## config.mk

```make
export PLATFORM = sky130hd
export DESIGN_NAME = line_delay_host_flat
export DESIGN_NICKNAME = d
export VERILOG_FILES = /design/src/line_delay_fifo_pkg.sv /design/src/line_delay_if.sv /design/src/two_entry_buffer.sv /design/src/line_delay_host.sv /design/src/flat_wrapper.sv
export SDC_FILE = /design/constraint.sdc
export NUM_CORES = 1
export LEC_CHECK = 0
export ABC_AREA = 1
export BUFFER_PORTS_ARGS = -buffer_cell sky130_fd_sc_hd__buf_2
export CAP_MARGIN = 30
export CORE_AREA = 2 2 118 143
export DETAILED_ROUTE_END_ITERATION = 8
export DIE_AREA = 0 0 120 145
export GPL_ROUTABILITY_DRIVEN = 0
export GPL_TIMING_DRIVEN = 0
export PLACE_DENSITY_LB_ADDON = 0.3
export SYNTH_ARGS = -nofsm -noshare
export SYNTH_HDL_FRONTEND = slang
export SYNTH_SLANG_ARGS = --single-unit
```

## constraint.sdc

```tcl
create_clock -name i_ref_clk -period 9.53 [get_ports i_ref_clk]
set_input_delay 0.953 -clock i_ref_clk [delete_from_list [all_inputs] [get_ports i_ref_clk]]
set_output_delay 0.953 -clock i_ref_clk [all_outputs]
set_load 0.1 [all_outputs]
```

## src/line_delay_fifo_pkg.sv

```systemverilog
// line_delay_fifo_pkg.sv: shared constants and types of the line memory link.
// Assumes nothing; both ends and the interface import it.
package line_delay_fifo_pkg;

    // ========================================================================
    // Array geometry
    localparam int              DEPTH      = 5120;
    localparam int              ADDR_W     = 13;
    localparam int              DATA_W     = 8;
    localparam logic [12:0]     PTR_INIT   = 13'h0000;
    localparam logic [12:0]     PTR_STEP   = 13'h0001;

    // ========================================================================
    // Far-end timing
    localparam int              CLK_DIV          = 4;
    localparam int              MIN_LEAD         = 3;
    localparam int              REF_PERIOD_NS    = 20;
    localparam int              HOLD_TIME_MS     = 20;
    localparam int              NS_PER_MS        = 1000000;
    localparam int              HOLD_REF_CYCLES  = HOLD_TIME_MS * NS_PER_MS / REF_PERIOD_NS;
    localparam int              CLEAR_CYCLES     = 1;
    localparam int              HOLD_LINK_CYCLES = HOLD_REF_CYCLES / CLK_DIV - DEPTH
                                                   - CLEAR_CYCLES;

    // ========================================================================
    // Counters and buffer
    localparam int              TOTAL_W    = 16;
    localparam int              IDLE_W     = 20;
    localparam logic [15:0]     TOTAL_ZERO = 16'h0000;
    localparam logic [15:0]     TOTAL_ONE  = 16'h0001;
    localparam logic [19:0]     IDLE_ZERO  = 20'h00000;
    localparam logic [19:0]     IDLE_ONE   = 20'h00001;
    localparam logic [1:0]      BUF_EMPTY  = 2'h0;
    localparam logic [1:0]      BUF_ONE    = 2'h1;
    localparam logic [1:0]      BUF_FULL   = 2'h2;

    // ========================================================================
    // Far-end sequencing
    typedef enum logic [1:0] {
        ST_IDLE  = 2'b00,
        ST_CLEAR = 2'b01,
        ST_RUN   = 2'b10
    } host_state_t;

endpackage : line_delay_fifo_pkg

```

## src/line_delay_if.sv

```systemverilog
// line_delay_if.sv: pins between the line memory and its controlling logic.
// Assumes the host end drives both clocks; the byte output carries an enable.
`timescale 1ns/1ps

interface line_delay_if;
    import line_delay_fifo_pkg::*;

    logic              input_side_clock;
    logic              input_side_enable_n;
    logic              input_pointer_clear_n;
    logic [DATA_W-1:0] input_byte;
    logic              output_side_clock;
    logic              output_side_enable_n;
    logic              output_pointer_clear_n;
    logic [DATA_W-1:0] output_byte;
    logic              output_byte_oe;

    modport device (
        input  input_side_clock, input_side_enable_n, input_pointer_clear_n, input_byte,
        input  output_side_clock, output_side_enable_n, output_pointer_clear_n,
        output output_byte, output_byte_oe
    );

    modport host (
        output input_side_clock, input_side_enable_n, input_pointer_clear_n, input_byte,
        output output_side_clock, output_side_enable_n, output_pointer_clear_n,
        input  output_byte, output_byte_oe
    );

endinterface : line_delay_if

```

## src/two_entry_buffer.sv

```systemverilog
// two_entry_buffer.sv: two-word skid buffer with valid and ready on both sides.
// Assumes one clock and a synchronous active-high reset.
`timescale 1ns/1ps

module two_entry_buffer
    import line_delay_fifo_pkg::*;
#(
    parameter int WIDTH = DATA_W
) (
    // Clock and reset
    input  wire logic             i_clk,
    input  wire logic             i_srst,
    // Filling side
    input  wire logic             i_valid,
    input  wire logic [WIDTH-1:0] i_data,
    output logic                  o_ready,
    // Draining side
    output logic                  o_valid,
    output logic      [WIDTH-1:0] o_data,
    input  wire logic             i_ready,
    output logic            [1:0] o_count
);

    logic [WIDTH-1:0] head;
    logic [WIDTH-1:0] tail;
    logic       [1:0] count;
    logic [WIDTH-1:0] next_head;
    logic [WIDTH-1:0] next_tail;
    logic       [1:0] next_count;
    logic             push;
    logic             pop;

    assign o_ready = (count != BUF_FULL);
    assign o_valid = (count != BUF_EMPTY);
    assign o_data  = head;
    assign o_count = count;
    assign push    = i_valid && o_ready;
    assign pop     = o_valid && i_ready;

    always_comb begin
        next_head  = head;
        next_tail  = tail;
        next_count = count;
        case ({push, pop})
            2'b10: begin
                if (count == BUF_EMPTY) begin
                    next_head = i_data;
                end else begin
                    next_tail = i_data;
                end
                next_count = count + BUF_ONE;
            end
            2'b01: begin
                next_head  = tail;
                next_count = count - BUF_ONE;
            end
            2'b11: begin
                if (count == BUF_ONE) begin
                    next_head = i_data;
                end else begin
                    next_head = tail;
                    next_tail = i_data;
                end
            end
            default: begin
            end
        endcase
    end

    always_ff @(posedge i_clk) begin
        if (i_srst) begin
            head  <= '0;
            tail  <= '0;
            count <= BUF_EMPTY;
        end else begin
            head  <= next_head;
            tail  <= next_tail;
            count <= next_count;
        end
    end

endmodule : two_entry_buffer

```

## src/line_delay_host.sv

```systemverilog
// line_delay_host.sv: controlling logic that drives the line memory.
// Makes both link clocks from i_ref_clk, feeds bytes in, reads bytes out.
// Assumes DIV is even and at least 4 and the memory end is on the link.
`timescale 1ns/1ps

module line_delay_host
    import line_delay_fifo_pkg::*;
#(
    parameter int DIV        = CLK_DIV,
    parameter int HOLD_LIMIT = HOLD_LINK_CYCLES
) (
    // Clock and reset
    input  wire logic              i_ref_clk,
    input  wire logic              i_srst,
    // Control and status
    input  wire logic              i_start,
    input  wire logic              i_mode,
    input  wire logic [ADDR_W-1:0] i_delay,
    output logic                   o_busy,
    output logic                   o_hold_fault,
    // Write stream
    input  wire logic              i_wr_valid,
    input  wire logic [DATA_W-1:0] i_wr_data,
    output logic                   o_wr_ready,
    // Read stream
    output logic                   o_rd_valid,
    output logic      [DATA_W-1:0] o_rd_data,
    input  wire logic              i_rd_ready,
    // Link to the memory
    line_delay_if.host             link
);

    // ========================================================================
    // Link clock divider

    localparam int              PH_W      = $clog2(DIV);
    localparam logic [PH_W-1:0] PH_LAST   = PH_W'(DIV - 1);
    localparam logic [PH_W-1:0] PH_HALF   = PH_W'(DIV / 2);
    localparam logic [PH_W-1:0] PH_SAMPLE = PH_W'(DIV / 2 - 1);
    localparam logic [IDLE_W-1:0] IDLE_LIMIT = IDLE_W'(HOLD_LIMIT);

    logic [PH_W-1:0] ph;
    logic [PH_W-1:0] next_ph;
    logic            link_clk;
    logic            next_link_clk;
    logic            tick;
    logic            sample;

    // Out of reset the clock runs on without pause, so the edge that commits a last byte
    // always follows, disabled cycle or not.
    always_comb begin
        next_ph       = (ph == PH_LAST) ? '0 : ph + PH_W'(1);
        next_link_clk = (next_ph >= PH_HALF);
    end

    always_ff @(posedge i_ref_clk) begin
        if (i_srst) begin
            ph       <= '0;
            link_clk <= 1'b0;
        end else begin
            ph       <= next_ph;
            link_clk <= next_link_clk;
        end
    end

    assign tick   = (ph == PH_LAST);
    assign sample = (ph == PH_SAMPLE);

    // ========================================================================
    // Returned byte, two flip-flops before use

    logic [DATA_W-1:0] q_meta;
    logic [DATA_W-1:0] q_sync;
    logic              oe_meta;
    logic              oe_sync;

    always_ff @(posedge i_ref_clk) begin
        q_meta  <= link.output_byte;
        q_sync  <= q_meta;
        oe_meta <= link.output_byte_oe;
        oe_sync <= oe_meta;
    end

    // ========================================================================
    // Buffers on both streams

    host_state_t        state;
    logic               wb_valid;
    logic [DATA_W-1:0]  wb_data;
    logic         [1:0] rb_count;
    logic               wr_go;
    logic               rd_go;
    logic               rd_push;
    logic               read_room;
    logic [TOTAL_W-1:0] wr_total;
    logic [TOTAL_W-1:0] rd_total;
    logic [TOTAL_W-1:0] lead;
    logic [TOTAL_W-1:0] need;
    logic               mode_r;
    logic  [ADDR_W-1:0] delay_r;
    logic               rd_en_n;

    two_entry_buffer #(.WIDTH(DATA_W)) u_in_buf (
        .i_clk(i_ref_clk), .i_srst(i_srst), .i_valid(i_wr_valid), .i_data(i_wr_data),
        .o_ready(o_wr_ready), .o_valid(wb_valid), .o_data(wb_data), .i_ready(wr_go),
        .o_count()
    );

    two_entry_buffer #(.WIDTH(DATA_W)) u_out_buf (
        .i_clk(i_ref_clk), .i_srst(i_srst), .i_valid(rd_push), .i_data(q_sync),
        .o_ready(), .o_valid(o_rd_valid), .o_data(o_rd_data), .i_ready(i_rd_ready),
        .o_count(rb_count)
    );

    // A read is issued only when the output buffer can hold it and the one
    // still in flight, so a stalled consumer never loses a byte.
    assign read_room = (rb_count == BUF_EMPTY) || ((rb_count == BUF_ONE) && rd_en_n);
    assign lead      = wr_total - rd_total;
    assign need      = (mode_r && (TOTAL_W'(delay_r) > TOTAL_W'(MIN_LEAD))) ?
                       TOTAL_W'(delay_r) : TOTAL_W'(MIN_LEAD);
    assign wr_go     = tick && wb_valid && (state != ST_IDLE)
                       && (lead < TOTAL_W'(DEPTH));
    assign rd_go     = tick && (state == ST_RUN) && read_room && (lead >= need);
    assign rd_push   = sample && oe_sync && (state == ST_RUN);

    // ========================================================================
    // Sequencer and link drive

    host_state_t        next_state;
    logic               start_req, next_start_req, next_mode;
    logic  [ADDR_W-1:0] gap, next_gap, next_delay;
    logic [TOTAL_W-1:0] next_wr_total, next_rd_total;
    logic               wr_en_n, next_wr_en_n, next_rd_en_n;
    logic               wclr_n, next_wclr_n, rclr_n, next_rclr_n;
    logic  [DATA_W-1:0] wdata, next_wdata;
    logic  [IDLE_W-1:0] wr_idle, next_wr_idle, rd_idle, next_rd_idle;
    logic               fault, next_fault;

    always_comb begin
        next_state     = state;
        next_start_req = start_req | i_start;
        next_mode      = mode_r;
        next_delay     = delay_r;
        next_gap       = gap;
        next_wr_total  = wr_total;
        next_rd_total  = rd_total;
        next_wr_en_n   = wr_en_n;
        next_rd_en_n   = rd_en_n;
        next_wclr_n    = wclr_n;
        next_rclr_n    = rclr_n;
        next_wdata     = wdata;
        next_wr_idle   = wr_idle;
        next_rd_idle   = rd_idle;
        next_fault     = fault | (wr_idle > IDLE_LIMIT) | (rd_idle > IDLE_LIMIT);
        if (tick) begin
            next_wclr_n  = 1'b1;
            next_rclr_n  = 1'b1;
            next_wr_en_n = !wr_go;
            next_rd_en_n = !rd_go;
            if (wr_go) begin
                next_wdata    = wb_data;
                next_wr_total = wr_total + TOTAL_ONE;
            end
            if (rd_go) begin
                next_rd_total = rd_total + TOTAL_ONE;
            end
            unique case (state)
                ST_IDLE: begin
                    if (start_req) begin
                        next_start_req = i_start;
                        next_wclr_n    = 1'b0;
                        next_wr_total  = TOTAL_ZERO;
                        next_rd_total  = TOTAL_ZERO;
                        next_mode      = i_mode;
                        next_delay     = i_delay;
                        next_gap       = '0;
                        next_wr_idle   = IDLE_ZERO;
                        next_rd_idle   = IDLE_ZERO;
                        if (i_mode || (i_delay == '0)) begin
                            next_rclr_n = 1'b0;
                            next_state  = ST_RUN;
                        end else begin
                            next_state  = ST_CLEAR;
                        end
                    end
                end
                ST_CLEAR: begin
                    next_gap = gap + PTR_STEP;
                    if ((gap + PTR_STEP) == delay_r) begin
                        next_rclr_n   = 1'b0;
                        next_rd_total = TOTAL_ZERO;
                        next_state    = ST_RUN;
                    end
                end
                ST_RUN: begin
                    next_wr_idle = wr_go ? IDLE_ZERO : wr_idle + IDLE_ONE;
                    next_rd_idle = rd_go ? IDLE_ZERO : rd_idle + IDLE_ONE;
                end
                default: begin
                    next_state = ST_IDLE;
                end
            endcase
        end
    end

    // The clears sit low through reset so the first link edge clears both pointers.
    always_ff @(posedge i_ref_clk) begin
        if (i_srst) begin
            state     <= ST_IDLE;
            start_req <= 1'b0;
            mode_r    <= 1'b0;
            delay_r   <= '0;
            gap       <= '0;
            wr_total  <= TOTAL_ZERO;
            rd_total  <= TOTAL_ZERO;
            wr_en_n   <= 1'b1;
            rd_en_n   <= 1'b1;
            wclr_n    <= 1'b0;
            rclr_n    <= 1'b0;
            wdata     <= '0;
            wr_idle   <= IDLE_ZERO;
            rd_idle   <= IDLE_ZERO;
            fault     <= 1'b0;
        end else begin
            state     <= next_state;
            start_req <= next_start_req;
            mode_r    <= next_mode;
            delay_r   <= next_delay;
            gap       <= next_gap;
            wr_total  <= next_wr_total;
            rd_total  <= next_rd_total;
            wr_en_n   <= next_wr_en_n;
            rd_en_n   <= next_rd_en_n;
            wclr_n    <= next_wclr_n;
            rclr_n    <= next_rclr_n;
            wdata     <= next_wdata;
            wr_idle   <= next_wr_idle;
            rd_idle   <= next_rd_idle;
            fault     <= next_fault;
        end
    end

    assign link.input_side_clock       = link_clk;
    assign link.output_side_clock      = link_clk;
    assign link.input_side_enable_n    = wr_en_n;
    assign link.input_pointer_clear_n  = wclr_n;
    assign link.input_byte             = wdata;
    assign link.output_side_enable_n   = rd_en_n;
    assign link.output_pointer_clear_n = rclr_n;
    assign o_busy                      = (state != ST_IDLE);
    assign o_hold_fault                = fault;

endmodule : line_delay_host

```

## src/flat_wrapper.sv

```systemverilog
// flat-port wrapper written by rule: the top's interface ports become plain ports
module line_delay_host_flat import line_delay_fifo_pkg::*;
#(
    parameter int DIV        = CLK_DIV,
    parameter int HOLD_LIMIT = HOLD_LINK_CYCLES
)
  (i_ref_clk, i_srst, i_start, i_mode, i_delay, o_busy, o_hold_fault, i_wr_valid, i_wr_data, o_wr_ready, o_rd_valid, o_rd_data, i_rd_ready, link_input_side_clock, link_input_side_enable_n, link_input_pointer_clear_n, link_input_byte, link_output_side_clock, link_output_side_enable_n, link_output_pointer_clear_n, link_output_byte, link_output_byte_oe);
  line_delay_if link_i ();
  input  wire logic i_ref_clk;
  input  wire logic i_srst;
  input  wire logic i_start;
  input  wire logic i_mode;
  input  wire logic [ADDR_W-1:0] i_delay;
  output logic o_busy;
  output logic o_hold_fault;
  input  wire logic i_wr_valid;
  input  wire logic [DATA_W-1:0] i_wr_data;
  output logic o_wr_ready;
  output logic o_rd_valid;
  output logic      [DATA_W-1:0] o_rd_data;
  input  wire logic i_rd_ready;
  output wire logic [$bits(link_i.input_side_clock)-1:0] link_input_side_clock;
  output wire logic [$bits(link_i.input_side_enable_n)-1:0] link_input_side_enable_n;
  output wire logic [$bits(link_i.input_pointer_clear_n)-1:0] link_input_pointer_clear_n;
  output wire logic [$bits(link_i.input_byte)-1:0] link_input_byte;
  output wire logic [$bits(link_i.output_side_clock)-1:0] link_output_side_clock;
  output wire logic [$bits(link_i.output_side_enable_n)-1:0] link_output_side_enable_n;
  output wire logic [$bits(link_i.output_pointer_clear_n)-1:0] link_output_pointer_clear_n;
  input wire logic [$bits(link_i.output_byte)-1:0] link_output_byte;
  input wire logic [$bits(link_i.output_byte_oe)-1:0] link_output_byte_oe;
  assign link_input_side_clock = link_i.input_side_clock;
  assign link_input_side_enable_n = link_i.input_side_enable_n;
  assign link_input_pointer_clear_n = link_i.input_pointer_clear_n;
  assign link_input_byte = link_i.input_byte;
  assign link_output_side_clock = link_i.output_side_clock;
  assign link_output_side_enable_n = link_i.output_side_enable_n;
  assign link_output_pointer_clear_n = link_i.output_pointer_clear_n;
  assign link_i.output_byte = link_output_byte;
  assign link_i.output_byte_oe = link_output_byte_oe;
  line_delay_host #(.DIV(DIV), .HOLD_LIMIT(HOLD_LIMIT)) u_core (.i_ref_clk(i_ref_clk), .i_srst(i_srst), .i_start(i_start), .i_mode(i_mode), .i_delay(i_delay), .o_busy(o_busy), .o_hold_fault(o_hold_fault), .i_wr_valid(i_wr_valid), .i_wr_data(i_wr_data), .o_wr_ready(o_wr_ready), .o_rd_valid(o_rd_valid), .o_rd_data(o_rd_data), .i_rd_ready(i_rd_ready), .link(link_i));
endmodule
```

==> impl_metrics.env <==
export IMPL_outcome="complete, no violations"
export IMPL_tritoncts="done"
export IMPL_synth_most_common_cell="nand2_1"
export IMPL_cts_resized=0
export IMPL_grt_usage_pct=26.9
export IMPL_seq_area_frac_synth_pct=36.2
export IMPL_h_tree_depth=4
export IMPL_core_sq_um=16000
export IMPL_holdBufCountCts=0
export IMPL_end_kind="flop"
export IMPL_postSynthAreaPerCell_sq_um=6.66
export IMPL_clkLatencyLatePin_ps=440
export IMPL_dp_hpwl_microns=17300
export IMPL_max_cap_viol_count=0
export IMPL_worst_hold_slack_ps=328
export IMPL_holdPathStages=0
export IMPL_synthesis_instances=1420
export IMPL_cp_data_required_time_ps=9860
export IMPL_seqPwrFrac_pct=46.1
export IMPL_grt_first_pass_wirelength_microns=38700
export IMPL_worstMarginPinSlew_ps=723
export IMPL_die_area_sq_um=17400
export IMPL_worstReg2RegStart="u_core.wr_total[0]$_SDFFE_PP0P_"
export IMPL_cts_clk_slew_worst_paths_ps=70
export IMPL_cp_start_kind="flop"
export IMPL_cts_setup_buffers=0
export IMPL_final_nets=1583
export IMPL_first_pass_iters=5
export IMPL_die_w_microns=120
export IMPL_synth_top_cells_by_area="dfxtp_1 36%, nand2_1 15%, nor2_1 7.0%, inv_1 6.5%, ha_1 6.2%"
export IMPL_grt_max_degree=19
export IMPL_layout_drive_gt1_share_pct=8.20
export IMPL_synth_edf_count=0
export IMPL_cts_max_path_buffers=2
export IMPL_synth_seq_cells=171
export IMPL_portBuffers=60
export IMPL_crit_path_top_delay_cell="nor3_1"
export IMPL_drt_iter0_markers=598
export IMPL_worst_r2r_endpoint="u_core.u_in_buf.tail[3]$_SDFFE_PP0P_"
export IMPL_crit_arrival_ps=4500
export IMPL_finalHoldViolCount=0
export IMPL_synthTopCellsByCount="370 x nand2_1, 177 x nor2_1, 171 x dfxtp_1"
export IMPL_clock_skew_ps=10.3
export IMPL_p_comb_share_pct=10.4
export IMPL_synth_top_area_share_pct=36.2
export IMPL_hp_start="u_core.q_meta[2]$_DFF_P_"
export IMPL_wirelength_microns=23000
export IMPL_cp_cell_sequence="inv_1 > ha_1 > inv_1 > fa_1 > nand3_1 > nand3_1 > nand4_1 > nand3_1 > xor2_1 > nand2_1 > nand2_2 > inv_2 > buf_2 > ha_1 > nand2_1 > clkinv_1 > nor3_1 > inv_1 > nor2_1 > nor2_1"
export IMPL_ioPinCount=62
export IMPL_syn_area_sq_um=9460
export IMPL_drtAntennaViolNets=0
export IMPL_syn2layout_area_growth_pct=12.3
export IMPL_synth_async_sr_flop_share_pct=0
export IMPL_vias=9319
export IMPL_cp_num_buf_inv=6
export IMPL_drv_slew=0
export IMPL_grt_pass1_vias=8647
export IMPL_cp_max_fo=11
export IMPL_r2r_cells=20
export IMPL_slew_headroom_pct=51.5
export IMPL_rsz0062_at_grt="no"
export IMPL_start_util_pct=59.1
export IMPL_reg2reg_slack_ps=5360
export IMPL_power_leakage_uw=0.00461
export IMPL_grt_antenna_before_repair=0
export IMPL_intPower_uw=1150
export IMPL_final_setup_tns_ps=0
export IMPL_synth_fp_nets=1504
export IMPL_vias_per_cell=5.41
export IMPL_yosysTopAreaCell="dfxtp_1"
export IMPL_fin_crit_ps=4170
export IMPL_drc_errors=0
export IMPL_fmaxAchievable_mhz=240
export IMPL_ys_types=42
export IMPL_antenna_cells=0
export IMPL_cts_sinks=171
export IMPL_rows=51
export IMPL_overflow=0
export IMPL_worst_hold_path_type="reg -> reg"
export IMPL_cp_top_family="simple AND/OR/NAND/NOR gates"
export IMPL_critical_path_class="reg -> reg"
export IMPL_max_stage_delay_ps=660
export IMPL_p_sw_share_pct=29.0
export IMPL_ys_flop_type="dfxtp_1"
export IMPL_die_y_microns=145
export IMPL_cts_made_buffers=17
export IMPL_peakVddDrop_mv=0.178
export IMPL_ys_warn_count=0
export IMPL_final_setup_viol_count=0
export IMPL_root_buffer="clkbuf_16"
export IMPL_min_to="u_core.q_sync[2]$_DFF_P_"
export IMPL_power_density_nw_per_um2=153
export IMPL_p_switching_uw=471
export IMPL_finalCritPeriodShare_pct=43.8
export IMPL_routedWlPerCell_microns=13.3
export IMPL_clkPwrFrac_pct=43.5
cell families after synthesis:
family / after synthesis / share of synthesized area, %
fa+ha+maj: 48 / 6.43
buf+inv: 212 / 8.78
simple gates: 716 / 31.8
xor+xnor: 40 / 3.70
compound gates: 233 / 13.1
flops: 171 / 36.2
area by class of cell:
type,count,area [sq um]
Timing Repair Buffer,60,300
Clock buffer,17,425
Buffer,39,181
Fill cell,1427,5400
Multi-Input combinational cell,1037,5200
Clock inverter,15,170
Sequential cell,171,3420
Inverter,173,649
Tap cell,212,265
per-layer routing:
layer	up-vias	track usage [%]	wire length [microns]
li1	4759	-	-
met1	4217	33.0	9910
met2	278	46.2	11100
met3	65	4.05	1160
met4	0	11.5	833
met5	-	0	0
state kept, by name, summed over array words and instances (netlist names), 13 cells and up:
name and cells:
u_core.delay_r 13, u_core.gap 13, u_core.rd_idle 20, u_core.rd_total 16
u_core.wr_idle 20, u_core.wr_total 16
layout by cell type (no fill, tap or decap), drive strengths merged, types with 32 or more instances in the layout:
cell    instances
a21oi         100
buf            74
clkbuf         42
dfxtp         171
ha             47
inv           178
nand2         373
nand3          80
nor2          182
nor3           32
o21ai          97
worst max-delay path by stage:
stage,start,endpoint,cells past startpoint
6_report,u_core.wr_total[0]$_SDFFE_PP0P_,u_core.u_in_buf.tail[3]$_SDFFE_PP0P_,20
5_1_grt,u_core.wr_total[0]$_SDFFE_PP0P_,u_core.u_in_buf.tail[3]$_SDFFE_PP0P_,20
4_1_cts,u_core.wr_total[0]$_SDFFE_PP0P_,u_core.u_in_buf.tail[3]$_SDFFE_PP0P_,20
3_5_place_dp,u_core.wr_total[0]$_SDFFE_PP0P_,u_core.u_in_buf.tail[0]$_SDFFE_PP0P_,20
3_3_place_gp,u_core.wr_total[0]$_SDFFE_PP0P_,u_core.u_in_buf.tail[2]$_SDFFE_PP0P_,20
2_1_floorplan,u_core.link.input_side_clock$_SDFF_PP0_,u_core.u_in_buf.tail[0]$_SDFFE_PP0P_,15
stage by stage:
stage                     setup WS (ps)  cell area (sq um)  instances  utilization [%]  total power [uW]
after floorplan                    6110               9460       1420                -               890
after global placement             5440              10000       1692             62.6               929
after detailed placement           5390              10000       1692             62.6               932
after CTS                          5360              10600       1724             66.3              1630
after global routing               4830              10600       1724             66.3              1670
final                              5360              10600       1724             66.3              1620
power by group through the flow:
stage	clock, uW	sequential [uW]	combinational [uW]
after detailed placement	0	765	167
after global placement	0	765	164
after floorplan	0	801	88.6
after global routing	740	752	183
after CTS	714	749	168
final	707	750	168
Note: power is estimated with default switching activity, not from simulation.
